--- config.mk ---
export PLATFORM = sky130hd
export DESIGN_NAME = eac_ctrl
export DESIGN_NICKNAME = d
export VERILOG_FILES = /design/src/hw/eac_pkg.sv /design/src/hw/eac_nv_array.sv /design/src/hw/eac_ctrl.sv
export VERILOG_INCLUDE_DIRS = /design/src /design/src/hw
export SDC_FILE = /design/constraint.sdc
export NUM_CORES = 2
export LEC_CHECK = 0
export CAP_MARGIN = 20
export CORE_MARGIN = 2
export CORE_UTILIZATION = 25
export CTS_CLUSTER_SIZE = 16
export DETAILED_ROUTE_END_ITERATION = 8
export DONT_BUFFER_PORTS = 1
export HOLD_SLACK_MARGIN = 0.08
export PLACE_DENSITY_LB_ADDON = 0.05
export SYNTH_ARGS = -nofsm -noshare
export SYNTH_HDL_FRONTEND = slang
export SYNTH_SLANG_ARGS = --single-unit
--- constraint.sdc ---
create_clock -name mclk_i -period 8 [get_ports mclk_i]
set_clock_uncertainty 0.05 [all_clocks]
set_input_delay 0.4 -clock mclk_i [delete_from_list [all_inputs] [get_ports mclk_i]]
set_output_delay 0.4 -clock mclk_i [all_outputs]
set_load 0.1 [all_outputs]
--- src/hw/eac_defines.svh ---
`ifndef EAC_DEFINES_SVH
`define EAC_DEFINES_SVH

// Register offsets in the processor I/O space
`define EAC_OFS_CTRL      6'h1c
`define EAC_OFS_DATA      6'h1d
`define EAC_OFS_ADDR_LOW  6'h1e
`define EAC_OFS_ADDR_HIGH 6'h1f

// Control register bit positions
`define EAC_BIT_RIE 3
`define EAC_BIT_MWE 2
`define EAC_BIT_WE  1
`define EAC_BIT_RE  0

// Array geometry
`define EAC_ARRAY_DEPTH 512
`define EAC_ADDR_MSB    8

// Cycle counts
`define EAC_MWE_CYCLES 3'd4
`define EAC_WR_STALL   3'd2
`define EAC_RD_STALL   3'd4

// Self-timed programming time and clock rate
`define EAC_WRITE_TIME_US 4000
`define EAC_CLK_MHZ       100

`endif

--- src/hw/eac_pkg.sv ---
package eac_pkg;

  // One processor I/O access
  typedef struct packed {
    logic [5:0] addr;   // I/O space offset
    logic       wr;     // Write strobe
    logic       rd;     // Read strobe
    logic [7:0] wdata;  // Write data
  } eac_io_req_t;

  // Controller state
  typedef enum logic [1:0] {
    EAC_ST_IDLE = 2'b00,
    EAC_ST_READ = 2'b01,
    EAC_ST_PROG = 2'b10
  } eac_state_t;

endpackage : eac_pkg

--- src/hw/eac_nv_array.sv ---
`timescale 1ns/100ps
`default_nettype none

`include "eac_defines.svh"

// Byte array with registered read port
module eac_nv_array (
  input  wire logic       mclk_i,
  input  wire logic       reset_i,
  input  wire logic       wen_i,
  input  wire logic [8:0] addr_i,
  input  wire logic [7:0] wdata_i,
  output logic      [7:0] rdata_o
);

  // Storage, contents survive reset
  logic [7:0] mem_q [`EAC_ARRAY_DEPTH];
  logic [7:0] rdata_q;  // Read register
  logic [7:0] rdata_d;  // Its next value

  // Read path follows the address every cycle
  always_comb begin
    rdata_d = mem_q[addr_i];
  end

  // Program one byte, register the read
  always_ff @(posedge mclk_i) begin
    if (wen_i) begin
      mem_q[addr_i] <= wdata_i;
    end
    if (reset_i) begin
      rdata_q <= 8'h00;
    end else begin
      rdata_q <= rdata_d;
    end
  end

  assign rdata_o = rdata_q;

endmodule : eac_nv_array

`default_nettype wire

--- src/hw/eac_ctrl.sv ---
// Operation
// - 9-bit linear address, top bit in high
// - Data register feeds writes, receives reads
// - Control bits 7..4 read zero
// - Ready interrupt while enabled and not busy
// - Master write enable self-clears after four cycles
// - Write strobe starts programming only with enable
// - Write strobe held until programming time ends
// - Write start stalls processor two cycles
// - Read strobe loads data, clears itself
// - Read start stalls processor four cycles
// - Address or data write aborts programming
`timescale 1ns/100ps
`default_nettype none

`include "eac_defines.svh"

module eac_ctrl #(
  // Programming time in clock cycles
  parameter int unsigned WRITE_CYCLES = `EAC_WRITE_TIME_US * `EAC_CLK_MHZ
) (
  input  wire logic                mclk_i,
  input  wire logic                reset_i,
  input  wire eac_pkg::eac_io_req_t io_req_i,
  input  wire logic                global_irq_en_i,
  output logic               [7:0] io_rdata_o,
  output logic                     cpu_stall_o,
  output logic                     ready_irq_o
);

  // Architectural state
  eac_pkg::eac_state_t state_q, state_d;  // Controller state
  logic [8:0]  addr_q, addr_d;            // Linear byte address
  logic [7:0]  data_q, data_d;            // Data byte
  logic        rie_q, rie_d;              // Ready interrupt enable
  logic        mwe_q, mwe_d;              // Master write enable
  logic [2:0]  mwe_cnt_q, mwe_cnt_d;      // Enable lifetime
  logic [2:0]  stall_cnt_q, stall_cnt_d;  // Stall cycles left
  logic [19:0] prog_cnt_q, prog_cnt_d;    // Programming cycles left
  logic [7:0]  rdata_q, rdata_d;          // Read data output
  logic        stall_q, stall_d;          // Stall output
  logic        irq_q, irq_d;              // Interrupt output

  // Array hookup
  logic        arr_wen;                   // Program strobe
  logic [7:0]  arr_rdata;                 // Byte at current address

  // Decoded accesses
  logic wr_ctrl, wr_data, wr_alo, wr_ahi;
  logic we_bit, re_bit;
  logic start_wr, start_rd, abort;

  // Status bits as software sees them
  assign we_bit = (state_q == eac_pkg::EAC_ST_PROG);
  assign re_bit = (state_q == eac_pkg::EAC_ST_READ);

  // Write decode of one offset
  function automatic logic hit_wr(input eac_pkg::eac_io_req_t r,
                                  input logic [5:0] ofs);
    hit_wr = r.wr && (r.addr == ofs);
  endfunction : hit_wr

  assign wr_ctrl = hit_wr(io_req_i, `EAC_OFS_CTRL);
  assign wr_data = hit_wr(io_req_i, `EAC_OFS_DATA);
  assign wr_alo  = hit_wr(io_req_i, `EAC_OFS_ADDR_LOW);
  assign wr_ahi  = hit_wr(io_req_i, `EAC_OFS_ADDR_HIGH);

  // Write only starts with master enable up and array idle
  assign start_wr = wr_ctrl && io_req_i.wdata[`EAC_BIT_WE] && mwe_q
                    && (state_q == eac_pkg::EAC_ST_IDLE);
  // Read only starts when idle; a write strobe wins
  assign start_rd = wr_ctrl && io_req_i.wdata[`EAC_BIT_RE] && !start_wr
                    && (state_q == eac_pkg::EAC_ST_IDLE);
  // Touching address or data while programming kills it
  assign abort = we_bit && (wr_data || wr_alo || wr_ahi);
  // Program at the end of an unaborted programming time
  assign arr_wen = we_bit && (prog_cnt_q == 20'h00001) && !abort;

  // Next-state logic for all registers except the stall and interrupt outputs
  always_comb begin
    state_d     = state_q;
    addr_d      = addr_q;
    data_d      = data_q;
    rie_d       = rie_q;
    mwe_d       = mwe_q;
    mwe_cnt_d   = mwe_cnt_q;
    stall_cnt_d = stall_cnt_q;
    prog_cnt_d  = prog_cnt_q;
    rdata_d     = rdata_q;
    // Address registers, upper bits not stored
    if (wr_alo) begin
      addr_d[7:0] = io_req_i.wdata;
    end
    if (wr_ahi) begin
      addr_d[`EAC_ADDR_MSB] = io_req_i.wdata[0];
    end
    // Data register from software
    if (wr_data) begin
      data_d = io_req_i.wdata;
    end
    // Control register write
    if (wr_ctrl) begin
      rie_d = io_req_i.wdata[`EAC_BIT_RIE];
    end
    // Master enable timeout counter
    if (mwe_q) begin
      mwe_cnt_d = mwe_cnt_q - 3'd1;
      if (mwe_cnt_q == 3'd1) begin
        mwe_d = 1'b0;
      end
    end else if (wr_ctrl && io_req_i.wdata[`EAC_BIT_MWE]
                 && !io_req_i.wdata[`EAC_BIT_WE]) begin
      mwe_d     = 1'b1;
      mwe_cnt_d = `EAC_MWE_CYCLES;
    end
    // Stall countdown
    if (stall_cnt_q != 3'd0) begin
      stall_cnt_d = stall_cnt_q - 3'd1;
    end
    unique case (state_q)
      // Waiting for a strobe
      eac_pkg::EAC_ST_IDLE: begin
        if (start_wr) begin
          state_d     = eac_pkg::EAC_ST_PROG;
          prog_cnt_d  = WRITE_CYCLES[19:0];
          stall_cnt_d = `EAC_WR_STALL;
        end else if (start_rd) begin
          state_d     = eac_pkg::EAC_ST_READ;
          stall_cnt_d = `EAC_RD_STALL;
        end
      end
      // Read held for the stall, byte taken on the last cycle
      eac_pkg::EAC_ST_READ: begin
        if (stall_cnt_q == 3'd1) begin
          data_d  = arr_rdata;
          state_d = eac_pkg::EAC_ST_IDLE;
        end
      end
      // Self-timed programming
      eac_pkg::EAC_ST_PROG: begin
        prog_cnt_d = prog_cnt_q - 20'h00001;
        if (abort || (prog_cnt_q == 20'h00001)) begin
          state_d    = eac_pkg::EAC_ST_IDLE;
          prog_cnt_d = 20'h00000;
        end
      end
      default: begin
        state_d = eac_pkg::EAC_ST_IDLE;
      end
    endcase
    // Register read data
    if (io_req_i.rd) begin
      unique case (io_req_i.addr)
        `EAC_OFS_ADDR_LOW:  rdata_d = addr_q[7:0];
        `EAC_OFS_ADDR_HIGH: rdata_d = {7'h00, addr_q[`EAC_ADDR_MSB]};
        `EAC_OFS_DATA:      rdata_d = data_q;
        `EAC_OFS_CTRL:      rdata_d = {4'h0, rie_q, mwe_q, we_bit, re_bit};
        default:            rdata_d = 8'h00;
      endcase
    end
  end

  // Output flops follow their causes
  always_comb begin
    stall_d = (stall_cnt_d != 3'd0);
    irq_d   = rie_d && global_irq_en_i
              && (state_d != eac_pkg::EAC_ST_PROG);
  end

  // Register everything
  always_ff @(posedge mclk_i) begin
    if (reset_i) begin
      state_q     <= eac_pkg::EAC_ST_IDLE;
      addr_q      <= 9'h000;
      data_q      <= 8'h00;
      rie_q       <= 1'b0;
      mwe_q       <= 1'b0;
      mwe_cnt_q   <= 3'd0;
      stall_cnt_q <= 3'd0;
      prog_cnt_q  <= 20'h00000;
      rdata_q     <= 8'h00;
      stall_q     <= 1'b0;
      irq_q       <= 1'b0;
    end else begin
      state_q     <= state_d;
      addr_q      <= addr_d;
      data_q      <= data_d;
      rie_q       <= rie_d;
      mwe_q       <= mwe_d;
      mwe_cnt_q   <= mwe_cnt_d;
      stall_cnt_q <= stall_cnt_d;
      prog_cnt_q  <= prog_cnt_d;
      rdata_q     <= rdata_d;
      stall_q     <= stall_d;
      irq_q       <= irq_d;
    end
  end

  assign io_rdata_o  = rdata_q;
  assign cpu_stall_o = stall_q;
  assign ready_irq_o = irq_q;

  // Storage array
  eac_nv_array u_array (
    .mclk_i  (mclk_i),
    .reset_i (reset_i),
    .wen_i   (arr_wen),
    .addr_i  (addr_q),
    .wdata_i (data_q),
    .rdata_o (arr_rdata)
  );
endmodule : eac_ctrl

`default_nettype wire

==> After elaboration in Yosys (flattened, before gate mapping) <==
Memories as Yosys holds them, arrays and structs flattened. A register that Yosys moved wholly into a read port is not among the register bits.
Cells that the tools add are included.
{ "op_classes": {"n_addsub": 3, "mul": 0, "div_mod_pow": 0, "n_lt_le_gt_ge": 0, "eq_ne": 11, "shift": 0, "mux": 24, "n_bitwise": 0, "reduce_logical": 29} }
{ "op_table": {"columns": ["op", "n"], "rows": [
  ["$mux 20", 2],
  ["$pmux 20 s2", 1],
  ["$pmux 8 s4", 1],
  ["$eq 6x5->1 const B", 4],
  ["$mux 8", 3],
  ["$eq 20x1->1 const B", 1],
  ["$sub 20x1->20 const B", 1],
  ["$mux 3", 6],
  ["$logic_and 1x1->1", 17],
  ["$mux 2", 4],
  ["$eq 3x1->1 const B", 2],
  ["$mux 1", 6],
  ["$pmux 2 s3", 1],
  ["$reduce_bool 3->1", 2],
  ["$sub 3x1->3 const B", 2],
  ["$ne 2x2->1 const B", 2],
  ["$reduce_bool 2->1", 2],
  ["$logic_not 1->1", 3],
  ["$logic_or 1x1->1", 3],
  ["$eq 2x1->1 const B", 1],
  ["$eq 2x2->1 const B", 1],
  ["$logic_not 2->1", 1],
  ["$reduce_and 2->1", 1]
]} }
{ "totals": {"register_bits": 57, "latchBits": 0, "ramBits": 4096, "mem_bits_ro": 0, "in_bits": 19, "memories": 1} }
{ "mem_list": {"columns": ["memory", "words", "width", "read_ports", "rd_ports_with_merged_regs", "wr", "line", "text"], "rows": [
  ["u_array.mem_q", 512, 8, 1, 1, 1, "eac_nv_array.sv:17", "logic [7:0] mem_q [`EAC_ARRAY_DEPTH];"]
]} }

==> Logic depth before layout (Yosys ltp) <==
{ "depth": {"ltp_word": 13, "ltp_mapped": 13, "depth_no_buf": 8} }

==> Hierarchy <==
A second synthesis with hierarchy kept.
{ "unflattened": {"cells_unflattened": 7804, "area_unflattened_um2": 161795.2} }
{ "modules_own_cells": {"columns": ["module", "instances", "cells_each", "area_each_um2", "seq_area_each_um2"], "rows": [
  ["eac_nv_array", 1, 7446, 158846.1, 123158.1],
  ["eac_ctrl", 1, 358, 2949.1, 1141.1]
]} }

==> Worst setup path before layout <==
No wires, ideal clock.
{ "synth_timing": {"kind": "register -> register", "start": "reg data_q[0]", "end": "reg rdata_q[0] (netlist: io_rdata_o[0])", "arrival_time_ns": 8.193, "required_ns": 7.883, "slack_ns": -0.311, "path_stages_with_launch": 4, "n_path_buf": 0, "path_cell_list": "dfxtp_1 mux4_2 a22oi_1 nor2_1"} }
{ "synth_between": {"elab_chain_cells": 1} }
{ "synth_lines": {"columns": ["element", "line", "text"], "rows": [
  ["from (decl)", "eac_ctrl.sv:34", "logic [7:0] data_q, data_d;"],
  ["from (signal assigned)", "eac_ctrl.sv:187", "data_q <= data_d;"],
  ["$pmux 8 s4", "eac_ctrl.sv:153", "unique case (io_req_i.addr)"],
  ["to (signal assigned)", "eac_ctrl.sv:193", "rdata_q <= rdata_d;"],
  ["to (decl)", "eac_ctrl.sv:40", "logic [7:0] rdata_q, rdata_d;"]
]} }
Every way passes these cells.
A chain may end at the register's enable or synchronous reset.

==> flow_metrics.py <==
metrics = {
    "run_status": {
        "status": "finished, final reports clean",
    },
    "yosys": {
        "synthDominantCellAreaShare_pct": 76.40,
        "syn-cell-area_um2": 161000,
        "yosysMostFrequentCell": "edfxtp_1",
        "synthTopCellsByArea": "edfxtp_1, mux4_2, mux2i_1",
        "syn_area_per_cell_um2": 20.73,
        "synth_ff_type": "edfxtp_1",
        "netlist_top_cells_count": "edfxtp_1, mux4_2, nor2_1",
        "synthArstFlopShare_pct": 0,
        "ys_seq_elements": 4161,
        "ys_seq_area_share_pct": 77.21,
        "yosysTopAreaCell": "edfxtp_1",
        "synth_enable_flop_cells": 4096,
        "synth_cells": 7765,
        "yosysUniqueCellTypes": 81,
        "ys_warn_count": 0,
        "syn-num-nets": 7791,
    },
    "clock_tree": {
        "cts.path.max_buffers": 4,
        "path_clk_slew_ps": 60,
        "cts_sinks": 4161,
        "cts_buffers": 485,
        "cts_max_level": 5,
        "cts-root-buf": "clkbuf_16",
        "cts_tree": "done",
        "cts_setup_buffers": 0,
        "clock_latency_ps": 1050,
    },
    "timing": {
        "hold_viol_final": 0,
        "slew_violations": 0,
        "fin_crit_sh_pct": 71.60,
        "slew_headroom_pct": 12.85,
        "fin_crit_ps": 5728,
        "worstMarginPinSlew_ps": 1307,
        "setup_ws_ps": 2272,
        "max_freq_mhz": 174.6,
        "holdWs_ps": 204.6,
        "setup_violations": 0,
        "rsz0062_at_grt": "false",
    },
    "worst_hold_path": {
        "min_from": "io_req_i[4]",
        "hold_path_class": "in2reg",
    },
    "route": {
        "ant_nets": 0,
        "vias": 81460,
        "dr.pass1.iters": 5,
        "vias_per_cell": 4.770,
        "routedWlPerCell_um": 35.12,
        "drt_iter0_markers": 8722,
        "drt_wl_total_mm": 599.9,
        "drc": 0,
    },
    "floorplanning": {
        "rows": 294,
        "die_area_um2": 650400,
        "core_um2": 641200,
        "initial_core_util_pct": 25.11,
        "num_io_pins": 29,
        "die_height_um": 806.5,
        "die_w_um": 806.5,
    },
    "setup_path": {
        "worst_path_largest_cell_delay_ps": 1020,
        "startpoint": "addr_q[5]$_SDFFE_PP0P_",
        "cp_num_buf_inv": 3,
        "critPathLaunchType": "flop",
        "r2r-start": "addr_q[5]$_SDFFE_PP0P_",
        "cp_common_cell": "buf_4",
        "worstSetupPathType": "reg2reg",
        "worstPathRequired_ps": 8810,
        "crit_family": "compound AO/OA/AOI/OAI gates",
        "setup.worst_path.end_class": "flop",
        "critPathMaxFanout": 23,
        "cp_slowest_cell": "nor4_1",
        "worst-endpoint-arrival_ps": 6540,
        "cp_cell_sequence": "buf_4 -> buf_4 -> nand4b_1 -> buf_4 -> o22a_1 -> o221ai_1 -> a221oi_1 -> a31oi_1 -> nor4_1 -> a31oi_1",
    },
    "finish": {
        "syn_to_final_growth_pct": 16.88,
        "final_util_pct": 29.35,
        "finalInstanceArea_um2": 188200,
        "layout-drive-gt1-share_pct": 23.45,
        "fin_cells": 17080,
        "nets": 8094,
        "nFillCells": 62400,
    },
    "placement": {
        "placed_cells": 16130,
        "pre_cts_slack_ps": 2219,
        "io_buffers": 0,
        "dp_hpwl_mm": 377.8,
        "gp_congestion": 0.7737,
        "placed_area_um2": 172500,
    },
    "power": {
        "power_frac_comb_pct": 0.6,
        "power_density_nw_per_um2": 241.6,
        "clkPwrFrac_pct": 47.4,
        "p_seq_share_pct": 52.0,
        "p_sw_share_pct": 20.68,
        "p_switching_mw": 9.404,
        "p_int_mw": 36.06,
        "ir_drop_v": 0.0002129,
        "p_leak_nw": 56.09,
    },
    "grt": {
        "overflow": 0,
        "grt_max_degree": 184,
        "antenna_found_initial": 88,
        "grt_pass1_wl_mm": 796.8,
        "grt_pass1_vias": 83370,
        "grt_usage_pct": 18.03,
    },
    "job": {
        "maxCapViolCount": 0,
    },
}
final cells by class:
| class | count | area [um^2] | share of cell area (%) |
|---|---|---|---|
| Tap cell | 8584 | 10740 | 5.708 |
| Inverter | 14 | 57.56 | 0.03059 |
| Timing Repair Buffer | 306 | 3110 | 1.653 |
| Multi-Input combinational cell | 3100 | 34680 | 18.43 |
| Clock buffer | 623 | 12800 | 6.802 |
| Clock inverter | 279 | 2415 | 1.283 |
| Sequential cell | 4161 | 124300 | 66.08 |
| Antenna cell | 11 | 27.53 | 0.01463 |
worst register-to-register path, stage by stage (launching register included):
cell      delay [ps]
dfxtp_4          850
buf_4            500
buf_4            300
nand4b_1         150
buf_4            540
o22a_1           350
o221ai_1         150
a221oi_1         910
a31oi_1          550
nor4_1          1030
a31oi_1          180
stage by stage:
| step | setup TNS, ps | power [mW] |
|---|---|---|
| after detailed placement | 0 | 24.36 |
| after CTS | 0 | 46.08 |
| after global placement | 0 | 24.36 |
| final | 0 | 45.47 |
| after global routing | 0 | 46.85 |
| after floorplan | -140390 | 24.27 |
power by group through the flow:
stage,clock [mW],combinational (mW),sequential (mW)
6_report,21.5,0.262,23.7
4_1_cts,22.2,0.268,23.7
3_5_place_dp,0,0.245,24.1
3_3_place_gp,0,0.239,24.1
5_1_grt,22.9,0.283,23.6
2_1_floorplan,0,0.126,24.1
cells by family after synthesis:
| logic type | after synthesis | synth area share (%) |
|---|---|---|
| compound gates | 676 | 2.997 |
| buf+inv | 504 | 1.595 |
| xor+xnor | 12 | 0.06528 |
| mux | 1209 | 14.72 |
| fa+ha+maj | 7 | 0.05440 |
| simple gates | 1196 | 3.364 |
| flops | 4161 | 77.21 |
flip-flops by register name, summed over array words and instances (netlist names):
name	cells
addr_q	9
cpu_stall_o	1
data_q	8
io_rdata_o	8
mwe_cnt_q	3
mwe_q	1
prog_cnt_q	20
ready_irq_o	1
rie_q	1
stall_cnt_q	3
state_q	2
u_array.mem_q	4096
u_array.rdata_o	8
routing by layer:
layer / wire, um / vias up / GRT usage (%)
met3: 33040 / 593 / 3.012
met2: 279500 / 2582 / 28.97
met1: 273800 / 45130 / 25.73
met4: 13550 / 2 / 3.796
li1: - / 33150 / -
met5: 13 / - / 0
timing repair:
item	CTS	global route
hold endpoints to repair	65	0
resized for setup	0	0
hold buffers	28	0
placed cells by master (no fill, tap or decap), types with 18 or more instances in the layout:
cell,instances
edfxtp_1,4096
mux4_2,915
nor2_1,619
clkbuf_16,489
mux2i_1,263
buf_4,211
a22oi_1,201
nand2_1,157
clkbuf_1,128
nand3_1,126
clkinv_1,119
a21oi_1,96
clkinv_2,91
nand4_1,70
o22ai_1,61
a221oi_1,57
a31oi_1,53
dfxtp_1,51
o21ai_0,45
buf_12,38
a22o_1,36
bufinv_16,35
nor3_1,31
dlygate4sd3_1,27
mux2_2,23
and3_1,22
a41oi_1,19
buf_6,18
path summary, 6_finish.rpt:
check | endpoint | slack, ps | depth (start not counted)
setup reg to reg | u_array.rdata_o[6]$_SDFF_PP0_ | 2270 | 10
hold / removal | data_q[4]$_SDFF_PP0_ | 200 | 3
setup / recovery | u_array.rdata_o[6]$_SDFF_PP0_ | 2270 | 10
hold reg to reg | mwe_cnt_q[1]$_SDFFE_PP0P_ | 440 | 2
Power figures use the tool's default switching activity.
